<file path="src/design/dmld_pkg.sv">
// Purpose: Shared constants and types for the dot-matrix LCD driver.
// Assumes: Display memory offsets are counted from the start of display RAM.
// Notes:   Drive levels are digital codes for the five 1/4 bias voltages.
package dmld_pkg;

  // ----------------------------------------------------------------
  // Panel geometry.
  // ----------------------------------------------------------------
  localparam int NUM_COM = 17;
  localparam int NUM_SEG = 60;

  // ----------------------------------------------------------------
  // Drive level codes, VSS up to the top bias level.
  // ----------------------------------------------------------------
  typedef logic [2:0] dmld_level_t;
  localparam dmld_level_t LVL_V0 = 3'h0;
  localparam dmld_level_t LVL_V1 = 3'h1;
  localparam dmld_level_t LVL_V2 = 3'h2;
  localparam dmld_level_t LVL_V3 = 3'h3;
  localparam dmld_level_t LVL_V4 = 3'h4;

  // ----------------------------------------------------------------
  // Scan timing, counted in low-speed oscillator periods.
  // ----------------------------------------------------------------
  localparam int OSC_HZ          = 32768;
  localparam int FRAME_HZ_8_16   = 32;
  localparam int COM_TICKS_WIDE  = OSC_HZ / (FRAME_HZ_8_16 * 16);
  localparam int COM_TICKS_EIGHT = OSC_HZ / (FRAME_HZ_8_16 * 8);
  localparam int LAST_COM_8      = 7;
  localparam int LAST_COM_16     = 15;
  localparam int LAST_COM_17     = 16;

  // ----------------------------------------------------------------
  // Display memory map: page in offset bits 11:8, index in 7:0.
  // ----------------------------------------------------------------
  localparam logic [3:0] PAGE_LOW   = 4'h0;
  localparam logic [3:0] PAGE_HIGH  = 4'h1;
  localparam logic [3:0] PAGE_COM16 = 4'h2;
  localparam logic [7:0] PAGE_WORDS = 8'h78;
  localparam logic [7:0] COM16_LAST = 8'h76;

  // ----------------------------------------------------------------
  // Control values after reset.
  // ----------------------------------------------------------------
  localparam logic       RST_POWER    = 1'b0;
  localparam logic       RST_ALL_ON   = 1'b0;
  localparam logic       RST_ALL_OFF  = 1'b1;
  localparam logic [1:0] RST_DUTY     = 2'h0;
  localparam logic       RST_PAGE     = 1'b0;
  localparam logic [3:0] RST_CONTRAST = 4'h0;

endpackage

</file>
<file path="src/design/dmld_scan_timer.sv">
// Purpose: Turns the low-speed oscillator pin into common-step pulses.
// Assumes: The oscillator is far slower than core_clk.
// Notes:   One step pulse marks the start of each common period.
`timescale 1ns/1ps

module dmld_scan_timer
  import dmld_pkg::*;
(
  input  wire logic core_clk,
  input  wire logic reset,
  input  wire logic low_speed_oscillator,
  input  wire logic eighth_duty,
  output logic      com_step
);

  logic       osc_s1_q;
  logic       osc_s2_q;
  logic       osc_prev_q;
  logic       osc_tick;
  logic [7:0] tick_cnt_q;
  logic [7:0] tick_last;

  // ----------------------------------------------------------------
  // Pin synchroniser; only the second stage feeds the edge detector.
  // ----------------------------------------------------------------
  always_ff @(posedge core_clk)
  begin
    if (reset)
    begin
      osc_s1_q   <= 1'b0;
      osc_s2_q   <= 1'b0;
      osc_prev_q <= 1'b0;
    end
    else
    begin
      osc_s1_q   <= low_speed_oscillator;
      osc_s2_q   <= osc_s1_q;
      osc_prev_q <= osc_s2_q;
    end
  end

  assign osc_tick = osc_s2_q & ~osc_prev_q;

  // Frame rate divider.
  // A common lasts 128 ticks at 1/8 and 64 otherwise, so 1/17 is 30.12 Hz.
  assign tick_last = eighth_duty ? 8'(COM_TICKS_EIGHT - 1) : 8'(COM_TICKS_WIDE - 1);

  // Counter of oscillator edges; a duty change applies at once to the common already in progress.
  always_ff @(posedge core_clk)
  begin
    if (reset)
    begin
      tick_cnt_q <= 8'h00;
      com_step   <= 1'b0;
    end
    else
    begin
      com_step <= 1'b0;
      if (osc_tick)
      begin
        if (tick_cnt_q >= tick_last)
        begin
          tick_cnt_q <= 8'h00;
          com_step   <= 1'b1;
        end
        else
        begin
          tick_cnt_q <= tick_cnt_q + 8'h01;
        end
      end
    end
  end

endmodule // dmld_scan_timer

</file>
<file path="src/design/dmld_core.sv">
// Purpose: Dot-matrix LCD driver: control bits, display memory and scan.
// Assumes: CPU side is a simple strobed port on core_clk.
// Notes:   Outputs are level codes; analog switching lies outside.
`timescale 1ns/1ps

module dmld_core
  import dmld_pkg::*;
(
  input  wire logic                  core_clk,
  input  wire logic                  reset,
  input  wire logic                  low_speed_oscillator,
  input  wire logic                  ctrl_write,
  input  wire logic                  drive_power_enable,
  input  wire logic                  all_dots_on,
  input  wire logic                  all_dots_off,
  input  wire logic                  duty_select_hi,
  input  wire logic                  duty_select_lo,
  input  wire logic                  display_page_select,
  input  wire logic [3:0]            contrast_code,
  output logic                       drive_power_enable_rd,
  output logic                       all_dots_on_rd,
  output logic                       all_dots_off_rd,
  output logic [1:0]                 duty_select_rd,
  output logic                       display_page_select_rd,
  output logic [3:0]                 contrast_code_rd,
  input  wire logic [11:0]           mem_addr,
  input  wire logic                  mem_wr,
  input  wire logic                  mem_rd,
  input  wire logic [3:0]            mem_wdata,
  output logic [3:0]                 mem_rdata,
  output logic                       drive_gen_on,
  output logic [6:0]                 level_vc1,
  output logic [6:0]                 reference_drive_level,
  output logic [6:0]                 level_vc4,
  output logic [6:0]                 level_vc5,
  output dmld_level_t [NUM_COM-1:0]  common_outputs,
  output dmld_level_t [NUM_SEG-1:0]  segment_outputs
);

  logic                   com_step;
  logic [4:0]             com_q;
  logic                   pol_q;
  logic [4:0]             last_com;
  logic                   eighth;
  logic [3:0]             low_q   [0:119];
  logic [3:0]             high_q  [0:119];
  logic                   c16_q   [0:NUM_SEG-1];
  logic [3:0]             pg;
  logic [7:0]             idx;
  logic                   hit_row;
  logic                   hit_c16;
  logic [NUM_SEG-1:0]     dot;
  dmld_level_t            com_sel;
  dmld_level_t            com_idle;
  dmld_level_t            seg_on;
  dmld_level_t            seg_off;
  logic [6:0]             unit;

  // ----------------------------------------------------------------
  // Control bits.
  // ----------------------------------------------------------------

  // Reset values.
  // The display starts blanked and unpowered until software sets it up.
  always_ff @(posedge core_clk)
  begin
    if (reset)
    begin
      drive_power_enable_rd  <= RST_POWER;
      all_dots_on_rd         <= RST_ALL_ON;
      all_dots_off_rd        <= RST_ALL_OFF;
      duty_select_rd         <= RST_DUTY;
      display_page_select_rd <= RST_PAGE;
      contrast_code_rd       <= RST_CONTRAST;
    end
    else if (ctrl_write)
    begin
      drive_power_enable_rd  <= drive_power_enable;
      all_dots_on_rd         <= all_dots_on;
      all_dots_off_rd        <= all_dots_off;
      duty_select_rd         <= {duty_select_hi, duty_select_lo};
      display_page_select_rd <= display_page_select;
      contrast_code_rd       <= contrast_code;
    end
  end

  // Duty decode.
  // The low duty bit is ignored whenever the high bit selects 1/8.
  assign eighth   = duty_select_rd[1];
  assign last_com = eighth ? 5'(LAST_COM_8) :
                    duty_select_rd[0] ? 5'(LAST_COM_16) : 5'(LAST_COM_17);

  // ----------------------------------------------------------------
  // Display memory.
  // ----------------------------------------------------------------

  // Address decode.
  // Page 0 and 1 hold 120 nibbles; page 2 holds one bit at even indexes.
  assign pg      = mem_addr[11:8];
  assign idx     = mem_addr[7:0];
  assign hit_row = (pg == PAGE_LOW || pg == PAGE_HIGH) && idx < PAGE_WORDS;
  assign hit_c16 = pg == PAGE_COM16 && !idx[0] && idx <= COM16_LAST;

  // Processor writes.
  // Contents have no reset: software must initialise them.
  // Only this port changes memory; overrides never do.
  always_ff @(posedge core_clk)
  begin
    if (mem_wr && hit_row && pg == PAGE_LOW)
    begin
      low_q[idx[6:0]] <= mem_wdata;
    end
    if (mem_wr && hit_row && pg == PAGE_HIGH)
    begin
      high_q[idx[6:0]] <= mem_wdata;
    end
    if (mem_wr && hit_c16)
    begin
      c16_q[idx[6:1]] <= mem_wdata[0];
    end
  end

  // Processor reads.
  // Holes answer zero; unused bits of page 2 read zero.
  always_ff @(posedge core_clk)
  begin
    if (reset)
    begin
      mem_rdata <= 4'h0;
    end
    else if (mem_rd)
    begin
      if (hit_row && pg == PAGE_LOW)
      begin
        mem_rdata <= low_q[idx[6:0]];
      end
      else if (hit_row)
      begin
        mem_rdata <= high_q[idx[6:0]];
      end
      else if (hit_c16)
      begin
        mem_rdata <= {3'h0, c16_q[idx[6:1]]};
      end
      else
      begin
        mem_rdata <= 4'h0;
      end
    end
  end

  // ----------------------------------------------------------------
  // Scan sequencing.
  // ----------------------------------------------------------------
  dmld_scan_timer u_timer
  (
    .core_clk             (core_clk),
    .reset                (reset),
    .low_speed_oscillator (low_speed_oscillator),
    .eighth_duty          (eighth),
    .com_step             (com_step)
  );

  // Ascending common scan.
  // Polarity flips each frame so the panel sees no net DC.
  always_ff @(posedge core_clk)
  begin
    if (reset)
    begin
      com_q <= 5'h00;
      pol_q <= 1'b0;
    end
    else if (com_step)
    begin
      if (com_q >= last_com)
      begin
        com_q <= 5'h00;
        pol_q <= ~pol_q;
      end
      else
      begin
        com_q <= com_q + 5'h01;
      end
    end
  end

  // At 1/8 the page bit picks the source at once.
  // Otherwise commons 8-15 always read page 1.
  for (genvar s = 0; s < NUM_SEG; s++)
  begin : g_dot
    logic [3:0] lo_n;
    logic [3:0] hi_n;
    assign lo_n = low_q[2*s + {6'h00, com_q[2]}];
    assign hi_n = high_q[2*s + {6'h00, com_q[2]}];
    // Commons 8-15 are served at 1/16 and 1/17; common 16 only at 1/17.
    assign dot[s] = (com_q == 5'(LAST_COM_17)) ? c16_q[s] :
                    (com_q[3] || (eighth && display_page_select_rd)) ?
                    hi_n[com_q[1:0]] : lo_n[com_q[1:0]];
  end

  // Bias levels for the two frame polarities.
  // Selected swing is four units; everything else sees one or two.
  assign com_sel  = pol_q ? LVL_V0 : LVL_V4;
  assign com_idle = pol_q ? LVL_V3 : LVL_V1;
  assign seg_on   = pol_q ? LVL_V4 : LVL_V0;
  assign seg_off  = LVL_V2;

  // With power off every line sits at VSS.
  always_ff @(posedge core_clk)
  begin
    if (reset)
    begin
      common_outputs <= '0;
    end
    else
    begin
      for (int c = 0; c < NUM_COM; c++)
      begin
        if (!drive_power_enable_rd)
        begin
          common_outputs[c] <= LVL_V0;
        end
        else if (c == int'(com_q))
        begin
          common_outputs[c] <= com_sel;
        end
        else
        begin
          common_outputs[c] <= com_idle;
        end
      end
    end
  end

  // All-on is tested first, so it beats all-off.
  always_ff @(posedge core_clk)
  begin
    if (reset)
    begin
      segment_outputs <= '0;
    end
    else
    begin
      for (int s = 0; s < NUM_SEG; s++)
      begin
        if (!drive_power_enable_rd)
        begin
          segment_outputs[s] <= LVL_V0;
        end
        else if (all_dots_on_rd)
        begin
          segment_outputs[s] <= seg_on;
        end
        else if (all_dots_off_rd || !dot[s])
        begin
          segment_outputs[s] <= seg_off;
        end
        else
        begin
          segment_outputs[s] <= seg_on;
        end
      end
    end
  end

  // ----------------------------------------------------------------
  // Drive voltage generator control.
  // ----------------------------------------------------------------

  // Sixteen contrast steps, code 15 darkest.
  // Reference is two units; others are one, three, four units.
  // Generator off forces every level to zero.
  assign unit = {3'h0, contrast_code_rd} + 7'h01;
  always_ff @(posedge core_clk)
  begin
    if (reset)
    begin
      drive_gen_on          <= 1'b0;
      level_vc1             <= 7'h00;
      reference_drive_level <= 7'h00;
      level_vc4             <= 7'h00;
      level_vc5             <= 7'h00;
    end
    else
    begin
      drive_gen_on          <= drive_power_enable_rd;
      level_vc1             <= drive_power_enable_rd ? unit : 7'h00;
      reference_drive_level <= drive_power_enable_rd ? 7'(unit * 2) : 7'h00;
      level_vc4             <= drive_power_enable_rd ? 7'(unit * 3) : 7'h00;
      level_vc5             <= drive_power_enable_rd ? 7'(unit * 4) : 7'h00;
    end
  end
endmodule // dmld_core

</file>
<file path="config.mk">
export PLATFORM = sky130hd
export DESIGN_NAME = dmld_core
export DESIGN_NICKNAME = d
export VERILOG_FILES = /design/src/design/dmld_pkg.sv /design/src/design/dmld_scan_timer.sv /design/src/design/dmld_core.sv
export SDC_FILE = /design/constraint.sdc
export NUM_CORES = 2
export LEC_CHECK = 0
export BUFFER_PORTS_ARGS = -buffer_cell sky130_fd_sc_hd__buf_4
export CAP_MARGIN = 0
export CORE_ASPECT_RATIO = 0.8
export CORE_MARGIN = 2
export CORE_UTILIZATION = 45
export CTS_CLUSTER_SIZE = 12
export DETAILED_ROUTE_END_ITERATION = 10
export PLACE_DENSITY = 0.66
export SYNTH_ARGS = -nofsm -noshare
export SYNTH_HDL_FRONTEND = slang
export SYNTH_SLANG_ARGS = --single-unit
</file>
<file path="constraint.sdc">
create_clock -name core_clk -period 7.2 [get_ports core_clk]
set_input_delay 0.72 -clock core_clk [delete_from_list [all_inputs] [get_ports core_clk]]
set_output_delay 0.72 -clock core_clk [all_outputs]
set_load 0.01 [all_outputs]
</file>
Word-level counts from Yosys, hierarchy flattened
Memories as Yosys holds them, arrays and structs flattened. A register that Yosys moved wholly into a read port is not among the register bits.
Cells that the tools add are included.
Widths: inputs -> output; s select.
{"block": "classes", "n_addsub": 62, "mul": 1, "n_div": 0, "n_lt_le_gt_ge": 5, "eq_ne": 19, "shift": 0, "muxes": 519, "n_bitwise": 5, "n_reduce_logical": 137}
{"op": "$mux 3", "count": 139}
{"op": "$mux 1", "count": 248}
{"op": "$bmux 1 s2", "count": 120}
{"op": "$add 7x1->7 const A", "count": 28}
{"op": "$add 6x1->7 const A", "count": 16}
{"op": "$logic_or 1x1->1", "count": 62}
{"op": "$logic_not 1->1", "count": 61}
{"op": "$add 5x1->6 const A", "count": 8}
{"op": "$eq 5x5->1 const A", "count": 9}
{"op": "$mux 7", "count": 5}
{"op": "$add 4x1->5 const A", "count": 4}
{"op": "$eq 4x5->1 const A", "count": 4}
{"op": "$mux 5", "count": 3}
{"op": "$eq 3x5->1 const A", "count": 2}
{"op": "$logic_and 1x1->1", "count": 9}
{"op": "$add 3x1->4 const A", "count": 2}
{"op": "$add 8x1->8 const B", "count": 1}
{"op": "$ge 8x8->1", "count": 1}
{"op": "$le 8x7->1 const B", "count": 1}
{"op": "$lt 8x7->1 const B", "count": 1}
{"op": "$mux 4", "count": 2}
{"op": "$mux 8", "count": 1}
{"op": "$mul 5x2->7 const B", "count": 1}
{"op": "$add 4x1->5 const B", "count": 1}
{"op": "other kinds (15)", "count": 19}
{"block": "word_totals", "ff_bits": 292, "latch_bits": 0, "ramBits": 1020, "romBits": 0, "inputBits": 32, "n_memories": 3}
{"memory": "high_q", "depth": 120, "word_bits": 4, "rd": 61, "rd_ports_with_merged_regs": 1, "wr": 1, "line": "dmld_core.sv:46", "text": "logic [3:0] high_q [0:119];"}
{"memory": "low_q", "depth": 120, "word_bits": 4, "rd": 61, "rd_ports_with_merged_regs": 1, "wr": 1, "line": "dmld_core.sv:45", "text": "logic [3:0] low_q [0:119];"}
{"memory": "c16_q", "depth": 60, "word_bits": 1, "rd": 61, "rd_ports_with_merged_regs": 0, "wr": 1, "line": "dmld_core.sv:47", "text": "logic c16_q [0:NUM_SEG-1];"}

Depth between registers and ports, before layout
An unclocked memory read counts as a cell.
{"block": "depth", "depth_word": 10, "ltp_mapped": 14, "ltp_nobuf": 10}

Cells and area by module
Synthesis repeated with hierarchy kept, for this count alone.
{"block": "unflattened", "cells_unflattened": 3760, "hier_area_um2": 55341.8}
{"module": "dmld_core", "instances": 1, "cells_each": 3706, "area_per_inst_um2": 54798.8, "seq_area_each_um2": 34713.3}
{"module": "dmld_scan_timer", "instances": 1, "cells_each": 54, "area_per_inst_um2": 543.0, "seq_area_each_um2": 240.2}

Least setup slack after synthesis
Ideal clock, no wire load.
{"block": "synth_timing", "path_type": "input port to flip-flop", "from": "input mem_addr[6]", "to": "memory high_q[24][0], enable pin", "arrival_ns": 2.638, "t_required_ns": 6.871, "setup_slack_ns": 4.233, "path_stages": 8, "path_buffers": 2, "path_cell_list": "clkbuf_1 and3_1 a211o_1 or2_1 nor2_1 nand2_1 clkbuf_1 nor2_1"}
{"block": "synth_between", "elab_chain_cells": 6}
{"item": "from (decl)", "line": "dmld_core.sv:26", "text": "input wire logic [11:0] mem_addr,"}
{"item": "$lt 8x7->1", "line": "dmld_core.sv:101", "text": "assign hit_row = (pg == PAGE_LOW || pg == PAGE_HIGH) && idx < PAGE_WORDS;"}
{"item": "$logic_and 1x1->1", "line": "dmld_core.sv:101"}
{"item": "$logic_and 1x1->1 (2 in series)", "line": "dmld_core.sv:113", "text": "if (mem_wr && hit_row && pg == PAGE_HIGH)"}
{"item": "$mux 1", "line": "dmld_core.sv:113"}
{"item": "$mux 1 (not written as such)", "line": "dmld_core.sv:115", "text": "high_q[idx[6:0]] <= mem_wdata;"}
{"item": "to (decl)", "line": "dmld_core.sv:46"}
Parallel ways exist; a longest one is shown, timed or not.

Worst setup path after layout
{"block": "layout_timing", "from": "input mem_addr[2]", "to": "register mem_rdata[1]"}
{"block": "layout_between", "elab_chain_cells": 4}
{"item": "parallel branches: the longest is 3 deep, another holds $mem_v2 120x4"}
{"item": "$mux 4 *", "line": "dmld_core.sv:133", "text": "if (hit_row && pg == PAGE_LOW)"}
{"item": "to (signal assigned)", "line": "dmld_core.sv:135", "text": "mem_rdata <= low_q[idx[6:0]];"}
{"item": "to (signal assigned)", "line": "dmld_core.sv:139", "text": "mem_rdata <= high_q[idx[6:0]];"}
{"item": "to (signal assigned)", "line": "dmld_core.sv:143", "text": "mem_rdata <= {3'h0, c16_q[idx[6:1]]};"}
{"item": "to (decl)", "line": "dmld_core.sv:30", "text": "output logic [3:0] mem_rdata,"}
Mark *: on every way between the ends.
A chain may end at the register's enable or synchronous reset.

==> flow_metrics.env <==
export IMPL_status="complete, but fails checks"
export IMPL_violations="max-capacitance violations, max-slew violations"
export IMPL_dpl_hpwl_um=125000
export IMPL_fp_dieH_um=318
export IMPL_maxCapViolations=1
export IMPL_placementRows=115
export IMPL_fin_tns_setup_ns=0
export IMPL_drt_iter0_markers=6897
export IMPL_ios=306
export IMPL_ys_seq_area_frac=0.634
export IMPL_crit_required_ns=7.83
export IMPL_fill_cells=10189
export IMPL_p_leak_uw=0.0199
export IMPL_crit_type="input port to flop"
export IMPL_finalWorstSetupSlack_ns=2.83
export IMPL_power_density_mw_per_mm2=236
export IMPL_drv_slew=2
export IMPL_synth_distinct_cells=81
export IMPL_cts_root_buf="clkbuf_16"
export IMPL_antenna_found_initial=7
export IMPL_num_vias=38521
export IMPL_slowest_delay_ns=1.39
export IMPL_pwr_share_comb=0.058
export IMPL_area_growth_synth_to_final_pct=12.0
export IMPL_die_area_mm2=0.126
export IMPL_power_uw=14600
export IMPL_clk_pin_slew_ns=0.06
export IMPL_final_nets=3949
export IMPL_start_util=0.452
export IMPL_routabilityCongestion=0.987
export IMPL_intPower_uw=11300
export IMPL_avgSynthCellArea_um2=14.6
export IMPL_reg2reg_depth=10
export IMPL_dpl_worst_slack_ns=2.65
export IMPL_first_pass_iters=6
export IMPL_drive_gt1_frac=0.227
export IMPL_wl_per_cell_um=34.7
export IMPL_synth_ff_latch_count=1240
export IMPL_yosys_warnings=0
export IMPL_crit_fanout=63
export IMPL_core_area_mm2=0.122
export IMPL_cts_setup_buffers=0
export IMPL_finalWirelength_um=195000
export IMPL_h_tree_depth=3
export IMPL_cts_sinks=1240
export IMPL_synth_largest_area_cell="edfxtp_1"
export IMPL_finalHoldViolations=0
export IMPL_syn_inst=3782
export IMPL_overflow=0
export IMPL_synth_edff_count=1024
export IMPL_cts_resized=0
export IMPL_sequentialPowerShare=0.532
export IMPL_grt_pass1_vias=36665
export IMPL_relSlewSlack=-0.203
export IMPL_ys_flop_type="edfxtp_1"
export IMPL_synth_area_leaders="edfxtp_1, mux4_2, dfxtp_1, nor2_1, a22oi_1"
export IMPL_setup_violations=0
export IMPL_cp_end_kind="flop"
export IMPL_fmax_mhz=229
export IMPL_routed_via_density=6.85
export IMPL_io_buffers=239
export IMPL_hp_class="input port to flop"
export IMPL_min_period_over_period=0.607
export IMPL_synth_area_mm2=0.0554
export IMPL_arrival_ns=4.99
export IMPL_path_cells="buf_8 -> buf_4 -> nor3b_2 -> buf_4 -> a22o_1 -> a221oi_1 -> a311oi_1 -> nor4_1 -> nand4_1 -> a22o_1"
export IMPL_async_flop_share=0
export IMPL_antenna_left=0
export IMPL_grt_pass1_wl_um=275000
export IMPL_synth_top_cell_area_share=0.555
export IMPL_grt_util_all_layers=0.304
export IMPL_clk_latency_ns=0.73
export IMPL_finalCriticalPeriod_ns=4.37
export IMPL_cts_buffers=119
export IMPL_die_x_um=396
export IMPL_hold_depth=2
export IMPL_skew_ns=0.0298
export IMPL_p_clk_frac=0.410
export IMPL_cts_tree="done"
export IMPL_cts_max_path_buffers=3
export IMPL_p_sw_uw=3330
export IMPL_irDropWorstVdd_mv=0.258
export IMPL_drc=0
export IMPL_postCtsHoldBufs=0
export IMPL_grt_max_degree=187
export IMPL_start_kind="input port"
export IMPL_slowest_stage="nor4_1"
export IMPL_rsz0062_at_grt="false"
export IMPL_swShare=0.227
export IMPL_tightest_slew_ns=1.79
==> power groups by stage <==
stage               Sequential (uW)  Clock, uW  Combinational (uW)
floorplan                      7950          0                 420
global placement               7950          0                 796
detailed placement             7950          0                 800
CTS                            7790       5990                 804
global route                   7790       6280                 860
finish                         7800       6000                 850
==> layer usage <==
metal  vias up  global-route usage  wire (um)
met2      3544               0.416      80900
met1     19452               0.422      71500
met3       542               0.134      33200
met4        10               0.122       9620
met5         -                   0        107
li1      14973                   -          -
==> worst max-delay path, delay by kind of cell <==
family	cells	cell delay (ns)
buffers and inverters	3	1.47
AOI/OAI and AO/OA	4	1.00
and+or+nand+nor	3	1.67
==> cell type report <==
class                           count  area [um^2]  area share
Antenna cell                        3         7.51    0.000121
Clock buffer                      188         3450      0.0556
Clock inverter                     13          141     0.00228
Inverter                           19         71.3     0.00115
Multi-Input combinational cell   2191        18600       0.299
Sequential cell                  1240        35100       0.566
Tap cell                         1638         2050      0.0331
Timing Repair Buffer              328         2620      0.0422
==> path summary, 6_finish.rpt <==
path | startpoint | endpoint | slack [ns]
worst max-delay path | mem_addr[2] | mem_rdata[1] | 2.83
worst min-delay path | all_dots_off | all_dots_off_rd | 0.21
worst max register to register | com_q[1] | segment_outputs[86] | 3.37
worst min register to register | u_timer.osc_s1_q | u_timer.osc_s2_q | 0.44
==> placed cells by master, fill, tap and decap left out, types with 69 or more instances in the layout <==
cell type	instances
a21oi_1	130
a221oi_1	69
a22oi_1	173
buf_4	312
clkbuf_16	121
conb_1	70
dfxtp_1	211
edfxtp_1	1024
mux2i_1	87
mux4_2	329
nand2_1	213
nor2_1	523
nor3_1	72
==> state kept, by name, summed over array words and instances (netlist names), 5 cells and up, named ones only <==
signal	cells
c16_q	64
level_vc4	7
segment_outputs	120
common_outputs	51
u_timer.tick_cnt_q	8
low_q	480
com_q	5
high_q	480
==> Yosys cell counts (8+ instances only) <==
library cell  instances
o2bb2ai_1            19
a311oi_1              8
o221ai_1             13
a41oi_1               9
nor3_1               73
a22o_1               33
nand3_1              20
mux2i_1              87
nand4_1              15
mux4_2              329
a222oi_1              8
nand2b_1             19
and3_1               15
ha_1                 17
o211ai_1             11
nor2b_1              17
nor2_1              524
buf_2                84
edfxtp_1           1024
a221oi_1             69
a31oi_1              29
a211oi_1              8
nand2_1             226
a21oi_1             131
and2_1               11
nor4_1                9
xor2_1                9
mux2_1               17
o22ai_1              16
a221o_1              22
a211o_1               9
clkbuf_1            175
dfxtp_1             216
o21ai_0              33
mux2_2               45
buf_1                40
buf_6                 9
a22oi_1             173
inv_1                16
buf_4                93
==> through the flow <==
step	cells	instance area (um^2)	hold slack, ns	utilization
after floorplan	3851	55600	0.414	-
after global placement	5416	58400	0.421	0.477
after detailed placement	5416	58400	0.431	0.477
after CTS	5617	62000	0.180	0.506
after global routing	5617	62000	0.191	0.506
final	5620	62000	0.208	0.506
==> cells by family (layout without fill, tap and decap cells) <==
group / count (synthesis) / in the layout / share of synthesized area
compound gates: 645 / 645 / 0.0853
xor+xnor: 16 / 16 / 0.00253
fa+ha+maj: 18 / 18 / 0.00420
buf+inv: 420 / 548 / 0.0379
flops: 1240 / 1240 / 0.634
mux: 478 / 478 / 0.162
other cells: 1 / 73 / 0.0000677
simple gates: 964 / 964 / 0.0742
Power figures use the tool's default switching activity.
